`config.mk`:
```
export PLATFORM = sky130hd
export DESIGN_NAME = interrupt_vector_mapper
export DESIGN_NICKNAME = d
export VERILOG_FILES = /design/src/shared/ivm_pkg.sv /design/src/design/interrupt_vector_mapper.sv
export SDC_FILE = /design/constraint.sdc
export NUM_CORES = 1
export LEC_CHECK = 0
export ABC_CLOCK_PERIOD_IN_PS = 3700
export BUFFER_PORTS_ARGS = -buffer_cell sky130_fd_sc_hd__buf_2
export CORE_ASPECT_RATIO = 1.75
export CORE_MARGIN = 2
export CORE_UTILIZATION = 50
export CTS_CLUSTER_DIAMETER = 200
export DETAILED_ROUTE_END_ITERATION = 7
export MAX_ROUTING_LAYER = met4
export PLACE_DENSITY_LB_ADDON = 0.12
export SYNTH_ARGS = -nofsm -noshare
export SYNTH_HDL_FRONTEND = slang
export SYNTH_SLANG_ARGS = --single-unit
```
`constraint.sdc`:
```
create_clock -name i_sys_clk -period 3.7 [get_ports i_sys_clk]
set_clock_uncertainty 0.2 [all_clocks]
set_input_delay 0.185 -clock i_sys_clk [delete_from_list [all_inputs] [get_ports i_sys_clk]]
set_output_delay 0.185 -clock i_sys_clk [all_outputs]
set_load 0.05 [all_outputs]
```
`src/shared/ivm_pkg.sv`:
```
// Constants for the interrupt vector mapper
package ivm_pkg;
  localparam int unsigned NUM_VECTORS = 30;
  localparam int unsigned VEC_W       = 5;
  localparam int unsigned ADDR_W      = 6;
  localparam int unsigned NUM_SRC     = 31;
  // Timer compare, USART and converter sources come in groups of three
  localparam int unsigned CHANNELS_PER_GROUP = 3;
  // Vector numbers
  localparam logic [4:0] VEC_RESET    = 5'h00;
  localparam logic [4:0] VEC_NMI      = 5'h01;
  localparam logic [4:0] VEC_VLM      = 5'h02;
  localparam logic [4:0] VEC_RTC_COUNTER  = 5'h03;
  localparam logic [4:0] VEC_RTC_PERIODIC = 5'h04;
  localparam logic [4:0] VEC_CCL      = 5'h05;
  localparam logic [4:0] VEC_PORTA    = 5'h06;
  localparam logic [4:0] VEC_PORTB    = 5'h07;
  localparam logic [4:0] VEC_TA_OVF   = 5'h08;
  localparam logic [4:0] VEC_TA_HUNF  = 5'h09;
  localparam logic [4:0] VEC_TA_CMP0  = 5'h0a;
  localparam logic [4:0] VEC_TB0      = 5'h0d;
  localparam logic [4:0] VEC_TWI_C    = 5'h0e;
  localparam logic [4:0] VEC_TWI_H    = 5'h0f;
  localparam logic [4:0] VEC_SPI      = 5'h10;
  localparam logic [4:0] VEC_U0_RXC   = 5'h11;
  localparam logic [4:0] VEC_AC       = 5'h14;
  localparam logic [4:0] VEC_ADC_ERR  = 5'h15;
  localparam logic [4:0] VEC_PORTC    = 5'h18;
  localparam logic [4:0] VEC_TB1      = 5'h19;
  localparam logic [4:0] VEC_U1_RXC   = 5'h1a;
  localparam logic [4:0] VEC_NVM      = 5'h1d;
  // Source index layout: 31 sources, one flag and one enable each
  localparam int unsigned SRC_VLM      = 0;
  localparam int unsigned SRC_RTC_OVF  = 1;
  localparam int unsigned SRC_RTC_CMP  = 2;
  localparam int unsigned SRC_RTC_PERIODIC = 3;
  localparam int unsigned SRC_CCL      = 4;
  localparam int unsigned SRC_PORTA    = 5;
  localparam int unsigned SRC_PORTB    = 6;
  localparam int unsigned SRC_TA_OVF   = 7;
  localparam int unsigned SRC_TA_HUNF  = 8;
  localparam int unsigned SRC_TA_CMP0  = 9;
  localparam int unsigned SRC_TB0      = 12;
  localparam int unsigned SRC_TWI_C    = 13;
  localparam int unsigned SRC_TWI_H    = 14;
  localparam int unsigned SRC_SPI      = 15;
  localparam int unsigned SRC_U0_RXC   = 16;
  localparam int unsigned SRC_AC       = 19;
  localparam int unsigned SRC_ADC_ERR  = 20;
  localparam int unsigned SRC_PORTC    = 23;
  localparam int unsigned SRC_TB1      = 24;
  localparam int unsigned SRC_U1_RXC   = 25;
  localparam int unsigned SRC_NVM      = 28;
  localparam int unsigned SRC_NMI      = 29;
  localparam int unsigned SRC_SPARE    = 30;
  localparam logic [30:0] FLAG_RESET   = 31'h0000_0000;
  localparam logic [30:0] ENABLE_RESET = 31'h0000_0000;
endpackage

```
`src/design/interrupt_vector_mapper.sv`:
```
// Interrupt flag, enable and vector mapping logic
`timescale 1ns/100ps
// Notes on behaviour
// - Flags set on their condition pulse whether or not the source is enabled.
// - Software write strobes load each source's enable bit; the written value is honoured.
// - A source other than the scan NMI requests only when both its flag and its enable are set; the NMI needs only its flag.
// - A request stays active until its flag is cleared or, except for the NMI, its enable bit or the global enable goes low (vector 9 also needs split).
// - Nothing but the scan NMI on vector 1 reaches the core while the global enable is low.
// - Each vector belongs to one peripheral; its sources are ORed onto it.
// - Vector 0 is reset at 0x00, vector 1 the scan NMI at 0x02; address 2n.
// - Vectors 2,3,4 carry level monitor, counter and periodic requests.
// - Vector 8 overflow or low underflow; vector 9 high underflow in split only.
// - Vectors 10 to 12 carry timer A compare 0 to 2, low half when split.
// - Vectors 14,15,16 carry two-wire client, two-wire host and serial interface.
// - USART0 on 17..19 and USART1 on 26..28: receive, empty, transmit.
// - Converter error 21, result 22, sample 23.
// - Port C on 24, timer B1 on 25, memory ready on 29.
// - Custom logic 5, ports A and B on 6 and 7, timer B0 13, comparator 20.
module interrupt_vector_mapper
  import ivm_pkg::*;
#(
  parameter int unsigned SOURCES = ivm_pkg::NUM_SRC
) (
  input  wire logic                       i_sys_clk,
  input  wire logic                       i_rst_n,
  input  wire logic                       i_clk_en,
  input  wire logic [ivm_pkg::NUM_SRC-1:0] i_flag_set,
  input  wire logic [ivm_pkg::NUM_SRC-1:0] i_flag_clear,
  input  wire logic                       i_enable_write,
  input  wire logic [ivm_pkg::NUM_SRC-1:0] i_enable_data,
  input  wire logic                       i_global_enable,
  input  wire logic                       i_timer_a_split,
  output logic [ivm_pkg::NUM_SRC-1:0]      o_interrupt_flag_register,
  output logic [ivm_pkg::NUM_SRC-1:0]      o_interrupt_enable_register,
  output logic                             o_irq_valid,
  output logic [ivm_pkg::VEC_W-1:0]        o_irq_vector,
  output logic [ivm_pkg::ADDR_W-1:0]       o_irq_address,
  output logic [ivm_pkg::NUM_VECTORS-1:0]  o_vector_pending
);
  import ivm_pkg::*;

  // ==========================================================
  // Parameter check
  // The source table is fixed, so any other width would misalign the map
  if (SOURCES != NUM_SRC) begin : g_bad_sources
    $error("SOURCES must equal the fixed source table size");
  end

  // ==========================================================
  // Flags and enables
  logic [NUM_SRC-1:0] flag;
  logic [NUM_SRC-1:0] next_flag;
  logic [NUM_SRC-1:0] enable;
  logic [NUM_SRC-1:0] next_enable;

  always_comb begin
    // Set beats a same-cycle clear so no event is lost
    next_flag = (flag & ~i_flag_clear) | i_flag_set;
    next_enable = i_enable_write ? i_enable_data : enable;
  end

  always_ff @(posedge i_sys_clk or negedge i_rst_n) begin
    if (!i_rst_n) begin
      flag   <= FLAG_RESET;
      enable <= ENABLE_RESET;
    end else if (i_clk_en) begin
      flag   <= next_flag;
      enable <= next_enable;
    end
  end

  // ==========================================================
  // Vector mapping
  function automatic logic [ADDR_W-1:0] word_address(input logic [VEC_W-1:0] v);
    word_address = {v, 1'b0};
  endfunction

  logic [NUM_SRC-1:0]     req;
  logic [NUM_VECTORS-1:0] vec_req;
  logic                   split;

  always_comb begin
    split = i_timer_a_split;
    req   = flag & enable;
    vec_req = '0;
    vec_req[VEC_RESET] = 1'b0;
    // Non-maskable: bypasses the global enable but still needs its flag
    vec_req[VEC_NMI]     = flag[SRC_NMI];
    vec_req[VEC_VLM]     = req[SRC_VLM];
    vec_req[VEC_RTC_COUNTER]  = req[SRC_RTC_OVF] | req[SRC_RTC_CMP];
    vec_req[VEC_RTC_PERIODIC] = req[SRC_RTC_PERIODIC];
    vec_req[VEC_CCL]     = req[SRC_CCL];
    vec_req[VEC_PORTA]   = req[SRC_PORTA];
    vec_req[VEC_PORTB]   = req[SRC_PORTB];
    vec_req[VEC_TA_OVF]  = req[SRC_TA_OVF];
    vec_req[VEC_TA_HUNF] = split & req[SRC_TA_HUNF];
    for (int i = 0; i < CHANNELS_PER_GROUP; i++) begin
      vec_req[int'(VEC_TA_CMP0) + i] = req[SRC_TA_CMP0 + i];
    end
    vec_req[VEC_TB0]     = req[SRC_TB0];
    vec_req[VEC_TWI_C]   = req[SRC_TWI_C];
    vec_req[VEC_TWI_H]   = req[SRC_TWI_H];
    vec_req[VEC_SPI]     = req[SRC_SPI];
    vec_req[VEC_AC]      = req[SRC_AC];
    for (int i = 0; i < CHANNELS_PER_GROUP; i++) begin
      vec_req[int'(VEC_U0_RXC) + i]  = req[SRC_U0_RXC + i];
      vec_req[int'(VEC_ADC_ERR) + i] = req[SRC_ADC_ERR + i];
      vec_req[int'(VEC_U1_RXC) + i]  = req[SRC_U1_RXC + i];
    end
    vec_req[VEC_PORTC]   = req[SRC_PORTC];
    vec_req[VEC_TB1]     = req[SRC_TB1];
    vec_req[VEC_NVM]     = req[SRC_NVM];
    // Global gate on every maskable vector
    if (!i_global_enable) begin
      vec_req[NUM_VECTORS-1:int'(VEC_VLM)] = '0;
    end
  end

  // ==========================================================
  // Priority pick
  logic                   next_valid;
  logic [VEC_W-1:0]       next_vector;
  logic [ADDR_W-1:0]      next_address;

  always_comb begin
    next_valid  = 1'b0;
    next_vector = VEC_RESET;
    for (int i = NUM_VECTORS - 1; i >= 0; i--) begin
      if (vec_req[i]) begin
        next_valid  = 1'b1;
        next_vector = VEC_W'(i);
      end
    end
    next_address = word_address(next_vector);
  end

  // Outputs registered: one cycle latency from flag to core
  always_ff @(posedge i_sys_clk or negedge i_rst_n) begin
    if (!i_rst_n) begin
      o_irq_valid                 <= 1'b0;
      o_irq_vector                <= VEC_RESET;
      o_irq_address               <= '0;
      o_vector_pending            <= '0;
      o_interrupt_flag_register   <= FLAG_RESET;
      o_interrupt_enable_register <= ENABLE_RESET;
    end else if (i_clk_en) begin
      o_irq_valid                 <= next_valid;
      o_irq_vector                <= next_vector;
      o_irq_address               <= next_address;
      o_vector_pending            <= vec_req;
      o_interrupt_flag_register   <= next_flag;
      o_interrupt_enable_register <= next_enable;
    end
  end

  // ==========================================================
  // Checks
  property p_flag_set_unconditional;
    @(posedge i_sys_clk) disable iff (!i_rst_n)
      (i_clk_en && i_flag_set[SRC_VLM]) |=> flag[SRC_VLM];
  endproperty
  a_flag_set_unconditional: assert property (p_flag_set_unconditional)
    else $error("flag not set by condition");

  property p_enable_written;
    @(posedge i_sys_clk) disable iff (!i_rst_n)
      (i_clk_en && i_enable_write) |=> enable == $past(i_enable_data);
  endproperty
  a_enable_written: assert property (p_enable_written)
    else $error("enable not loaded");

  property p_no_req_without_enable;
    @(posedge i_sys_clk) disable iff (!i_rst_n)
      (i_clk_en && (!enable[SRC_SPI] || !flag[SRC_SPI])) |=> !o_vector_pending[VEC_SPI];
  endproperty
  a_no_req_without_enable: assert property (p_no_req_without_enable)
    else $error("spi request without flag and enable");

  property p_req_holds;
    @(posedge i_sys_clk) disable iff (!i_rst_n)
      (i_clk_en && vec_req[VEC_PORTA] && !i_flag_clear[SRC_PORTA]
       && !i_enable_write && i_global_enable) ##1 i_global_enable |-> vec_req[VEC_PORTA];
  endproperty
  a_req_holds: assert property (p_req_holds)
    else $error("request dropped without clear");

  property p_global_gate;
    @(posedge i_sys_clk) disable iff (!i_rst_n)
      (i_clk_en && !i_global_enable && !flag[SRC_NMI]) |=> !o_irq_valid;
  endproperty
  a_global_gate: assert property (p_global_gate)
    else $error("request passed with global enable low");

  property p_address_twice;
    @(posedge i_sys_clk) disable iff (!i_rst_n)
      o_irq_address == {o_irq_vector, 1'b0};
  endproperty
  a_address_twice: assert property (p_address_twice)
    else $error("vector address is not twice the number");

  property p_hunf_split_only;
    @(posedge i_sys_clk) disable iff (!i_rst_n)
      !i_timer_a_split |-> !vec_req[VEC_TA_HUNF];
  endproperty
  a_hunf_split_only: assert property (p_hunf_split_only)
    else $error("high underflow vector outside split mode");

  property p_lowest_first;
    @(posedge i_sys_clk) disable iff (!i_rst_n)
      (i_clk_en && vec_req[VEC_VLM]) |=> o_irq_valid && o_irq_vector <= VEC_VLM;
  endproperty
  a_lowest_first: assert property (p_lowest_first)
    else $error("lower vector not presented first");

  property p_nvm_map;
    @(posedge i_sys_clk) disable iff (!i_rst_n)
      (i_global_enable && req[SRC_NVM]) |-> vec_req[VEC_NVM];
  endproperty
  a_nvm_map: assert property (p_nvm_map)
    else $error("memory ready not on its vector");

  property p_set_beats_clear;
    @(posedge i_sys_clk) disable iff (!i_rst_n)
      (i_clk_en && i_flag_set[SRC_SPI] && i_flag_clear[SRC_SPI]) |=> flag[SRC_SPI];
  endproperty
  a_set_beats_clear: assert property (p_set_beats_clear)
    else $error("clear won over a same-cycle set");

  property p_clear_drops;
    @(posedge i_sys_clk) disable iff (!i_rst_n)
      (i_clk_en && i_flag_clear[SRC_NVM] && !i_flag_set[SRC_NVM]) |=> !flag[SRC_NVM];
  endproperty
  a_clear_drops: assert property (p_clear_drops)
    else $error("flag survived its clear");

  property p_nmi_first;
    @(posedge i_sys_clk) disable iff (!i_rst_n)
      (i_clk_en && flag[SRC_NMI]) |=> o_irq_valid && o_irq_vector == VEC_NMI;
  endproperty
  a_nmi_first: assert property (p_nmi_first)
    else $error("scan checker vector not presented");

  property p_reset_vector_idle;
    @(posedge i_sys_clk) disable iff (!i_rst_n)
      o_irq_valid |-> o_irq_vector != VEC_RESET;
  endproperty
  a_reset_vector_idle: assert property (p_reset_vector_idle)
    else $error("reset vector presented as a request");

  property p_rtc_shared;
    @(posedge i_sys_clk) disable iff (!i_rst_n)
      (i_clk_en && i_global_enable && (req[SRC_RTC_OVF] || req[SRC_RTC_CMP]))
      |=> o_vector_pending[VEC_RTC_COUNTER];
  endproperty
  a_rtc_shared: assert property (p_rtc_shared)
    else $error("counter sources not on their shared vector");

  property p_periodic_map;
    @(posedge i_sys_clk) disable iff (!i_rst_n)
      (i_clk_en && i_global_enable && req[SRC_RTC_PERIODIC]) |=> o_vector_pending[VEC_RTC_PERIODIC];
  endproperty
  a_periodic_map: assert property (p_periodic_map)
    else $error("periodic request not on its vector");

  property p_cmp_map;
    @(posedge i_sys_clk) disable iff (!i_rst_n)
      (i_clk_en && i_global_enable && req[SRC_TA_CMP0 + CHANNELS_PER_GROUP - 1])
      |=> o_vector_pending[int'(VEC_TA_CMP0) + CHANNELS_PER_GROUP - 1];
  endproperty
  a_cmp_map: assert property (p_cmp_map)
    else $error("last compare channel not on its vector");

  property p_spi_map;
    @(posedge i_sys_clk) disable iff (!i_rst_n)
      (i_clk_en && i_global_enable && req[SRC_SPI]) |=> o_vector_pending[VEC_SPI];
  endproperty
  a_spi_map: assert property (p_spi_map)
    else $error("serial interface request not on its vector");

  property p_usart_map;
    @(posedge i_sys_clk) disable iff (!i_rst_n)
      (i_clk_en && i_global_enable && req[SRC_U1_RXC + CHANNELS_PER_GROUP - 1])
      |=> o_vector_pending[int'(VEC_U1_RXC) + CHANNELS_PER_GROUP - 1];
  endproperty
  a_usart_map: assert property (p_usart_map)
    else $error("second usart transmit not on its vector");

  property p_adc_map;
    @(posedge i_sys_clk) disable iff (!i_rst_n)
      (i_clk_en && i_global_enable && req[SRC_ADC_ERR + CHANNELS_PER_GROUP - 1])
      |=> o_vector_pending[int'(VEC_ADC_ERR) + CHANNELS_PER_GROUP - 1];
  endproperty
  a_adc_map: assert property (p_adc_map)
    else $error("converter sample request not on its vector");

  property p_port_map;
    @(posedge i_sys_clk) disable iff (!i_rst_n)
      (i_clk_en && i_global_enable && req[SRC_PORTB]) |=> o_vector_pending[VEC_PORTB];
  endproperty
  a_port_map: assert property (p_port_map)
    else $error("port B request not on its vector");

  c_irq_raised: cover property (@(posedge i_sys_clk) disable iff (!i_rst_n)
    $rose(o_irq_valid));
  c_nmi_masked: cover property (@(posedge i_sys_clk) disable iff (!i_rst_n)
    o_irq_valid && o_irq_vector == VEC_NMI && !i_global_enable);
  c_two_pending: cover property (@(posedge i_sys_clk) disable iff (!i_rst_n)
    vec_req[VEC_SPI] && vec_req[VEC_NVM]);
  c_split_hunf: cover property (@(posedge i_sys_clk) disable iff (!i_rst_n)
    o_irq_vector == VEC_TA_HUNF && o_irq_valid);

endmodule // interrupt_vector_mapper

```
* After elaboration in Yosys (flattened, before gate mapping) *
Index checks and enable logic that the tools add are counted.

cells by class
  multiplexer cells = 60
  reductions and logical operators = 1
  bitwise operators = 6

operators by type and width
  cell               number
  $mux W5            29
  $and A31 B31 Y31   1
  $mux W31           1
  $not A31 Y31       1
  $or A31 B31 Y31    1
  $and A29 B29 Y29   1
  $mux W1            29
  $mux W28           1
  $reduce_and A2 Y1  1
  $and A1 B1 Y1      1
  $or A1 B1 Y1       1

storage, ports and cells
  output and inout port bits = 104
  word-level logic and storage cells = 72
  bits in registers = 97

* Longest topological paths before layout *
  depth after elaboration = 32
  depth in mapped cells = 6
  depth with buffers taken out = 5

* Worst setup path after synthesis *
Ideal clock, no wire load.

  path kind = register to register
  from = reg o_interrupt_flag_register[8] (netlist name)
  to = reg o_irq_vector[0] (netlist bit)
  cell stages (with the launch flop) = 6
  data required time = 3.422 ns
  path slack = 1.826 ns
  arrival = 1.597 ns
  buffers on the path = 0
  path through = dfrtp_1 -> nand3_2 -> a32o_2 -> a221oi_2 -> o221ai_1 -> a21oi_1

RTL lines
  what                  line                            source
  end signal, assigned  interrupt_vector_mapper.sv:148  o_irq_vector <= next_vector;
  end, declared         interrupt_vector_mapper.sv:36   output logic [ivm_pkg::VEC_W-1:0] o_irq_vector,

==> run summary <==
internal cell power = 0.002161 W
Post-CTS Setup Inserts = 0
Post-synth EDFFs = 0
most frequent cell after synthesis = dfrtp_1
Comb pwr share = 34.1%
CTS tree = yes
num rows = 44
Clock Latency Late Sink = 340 ps
Syn-to-layout area delta = 52.89%
setup slack after layout = 1599 ps
Switch Pwr = 0.001305 W
WL per Instance = 17.79 um
CTS Sinks = 97
CTS Root Cell = clkbuf_16
Placed Instances = 651
Synthesis Warnings = 0
Yosys reg bits = 97
Worst setup EP type = flip-flop
Final Non-Filler Cells = 761
CP dominant cell by count = buf_4
Crit-path slowest cell = buf_4
Pwr Density = 534.7 mW/mm^2
worst path required time = 3710 ps
initial antenna violation count = 0
Post-DP HPWL = 8305 um
DR pass1 iterations = 4
status = complete, no violations
Initial Utilization = 51.33%
commonest register cell after synthesis = dfrtp_1
relative slew slack = 34.72%
Vias per Instance = 5.474
Core Box Area = 0.008258 sq mm
Unique masters post-synth = 41
Max-Cap Viols = 0
Die Wd = 73.61 um
Critical Path AT = 2110 ps
Final Hold Slack = 26.92 ps
GR Util All Layers = 30.43%
critical-path cell list = buf_4 -> buf_4 -> nand2_1 -> a22o_1 -> dlygate4sd3_1
Antenna diodes = 0
routability cong. = 0.8403
fraction of layout cells with a size suffix above 1 = 37.97%
post-synth top area share = 57.26%
Mean Syn Cell Area = 11.10 sq um
fmax = 0.4760 GHz
minimum clock period = 2101 ps
Final ANT Viol Nets = 0
clock group share of total power = 28.2%
Seq pwr share = 37.8%
Post-Place Worst Slack = 1480 ps
IO Pins = 203
Setup TNS = 0 ps
area leader, netlist = dfrtp_1
category of the critical setup timing path = in -> reg
RSZ-0062 raised after global routing = false
VDD IR-drop max = 0.0004013 V
Worst-Margin Slew = 979.2 ps
total congestion overflow = 0
Hold/Removal Path Class = in -> reg
CTS HTree Levels = 3
Max clock buf depth = 2
IO Port Bufs = 200
Post-Syn Area = 0.004239 sq mm
period utilization = 56.78%
Clk pin slew, worst setup/hold paths = 60 ps
register area share after synthesis = 57.26%
most instantiated cells after synthesis = dfrtp_1 (97), nand2_1 (64), mux2_2 (34)
Routed WL = 13540 um
Fin. Hold Viols = 0
die area = 0.009260 sq mm
Mapped Cells = 382
DRC Markers = 0
fin. max-slew vios = 0
largest net degree at the start of global routing = 80
Overall Power = 0.003466 W
via count of the first global-routing pass = 4354
critical path's largest stage delay = 560 ps
top post-synthesis cells by area = dfrtp_1 (57%), mux2_2 (9.0%), a22o_1 (6.8%)
nets = 763
Initial DRC Count = 264
Finish-stage setup viols = 0
crit path launch type = input port
Die Y-Extent = 125.8 um
CP Max Fanout = 54
post-synthesis async set-or-reset flop share = 100.0%
via count = 4166
first-pass GRT wire length = 21100 um
Static Leak = 3.229 nW
Switching Share = 37.65%
TritonCTS Buffers = 9
-- critical path, delay by kind of cell --
| kind | cells | cell delay [ps] |
|---|---|---|
| compound gates | 1 | 200 |
| buf+inv | 3 | 1560 |
| simple gates | 1 | 130 |
-- layout by cell type (no fill, tap or decap), types with 2 or more instances in the layout --
| cell | n |
|---|---|
| a21oi_1 | 7 |
| a22o_1 | 33 |
| a22oi_1 | 3 |
| a311oi_1 | 2 |
| a31oi_1 | 2 |
| a41oi_1 | 2 |
| and2_1 | 2 |
| and2b_1 | 2 |
| and3_1 | 2 |
| buf_2 | 198 |
| buf_4 | 5 |
| bufinv_16 | 2 |
| clkbuf_1 | 4 |
| clkbuf_16 | 9 |
| conb_1 | 2 |
| dfrtp_1 | 97 |
| dlygate4sd3_1 | 94 |
| inv_1 | 31 |
| mux2_2 | 34 |
| nand2_1 | 64 |
| nand3_1 | 9 |
| nand4_1 | 9 |
| nor2_1 | 2 |
| nor2b_1 | 2 |
| o21ai_0 | 11 |
| o22ai_1 | 23 |
-- power groups by stage --
stage	Clock [W]	Combinational (W)	Sequential [W]
after CTS	0.000982	0.00117	0.00131
after detailed placement	0	0.00106	0.00132
after global placement	0	0.00105	0.00132
after global routing	0.00102	0.00124	0.00133
after floorplan	0	0.000327	0.00176
final	0.000976	0.00118	0.00131
-- routing by layer --
metal	track usage, %	wire (um)	vias to the layer above
li1	-	-	1930
met4	12.83	391	0
met3	4.480	577	33
met1	34.27	4971	2032
met2	52.36	7597	171
met5	-	0	-
-- layout make-up --
| class | count | area, sq um |
|---|---|---|
| Sequential cell | 97 | 2427 |
| Timing Repair Buffer | 297 | 1969 |
| Clock buffer | 13 | 240.2 |
| Multi-Input combinational cell | 228 | 1548 |
| Inverter | 31 | 116.4 |
| Fill cell | 573 | 1777 |
| Tap cell | 92 | 115.1 |
| Clock inverter | 3 | 65.06 |
-- worst paths after layout --
check | startpoint | to | slack, ps | cells after the start
worst max-delay path | i_clk_en | o_interrupt_flag_register[23] | 1600 | 5
worst min-delay path | i_timer_a_split | o_vector_pending[9] | 30 | 3
worst max register to register | o_interrupt_flag_register[20] | o_irq_vector[4] | 1880 | 5
worst min register to register | o_vector_pending[12] | o_vector_pending[12] | 310 | 1
max in group asynchronous | i_rst_n | o_interrupt_flag_register[24] | 2100 | 3
min in group asynchronous | i_rst_n | o_interrupt_flag_register[21] | 340 | 2
-- state kept, by name, indices dropped and copies added (netlist names) --
name                         flops
o_interrupt_enable_register     31
o_interrupt_flag_register       31
o_vector_pending                29
o_irq_vector                     5
o_irq_valid                      1
-- cells by family after synthesis --
kind of cell | share of synthesized area (%)
buffers and inverters | 6.316
muxes | 9.032
other | 0.08846
DFF | 57.26
AOI/OAI and AO/OA | 17.33
and+or+nand+nor | 9.976
-- through the flow --
step                      cell area [sq um]  util (%)
after floorplan                        4243         -
after global placement                 5235     63.39
after detailed placement               5235     63.39
after CTS                              6481     78.48
after global routing                   6481     78.48
final                                  6481     78.48
-- repair_timing --
| item | in CTS | in global routing |
|---|---|---|
| hold buffers | 94 | 0 |
| endpoints found under the hold margin | 140 | 0 |
| gates resized for setup | 0 | 0 |
No activity file was read; power rests on OpenSTA's default activity.
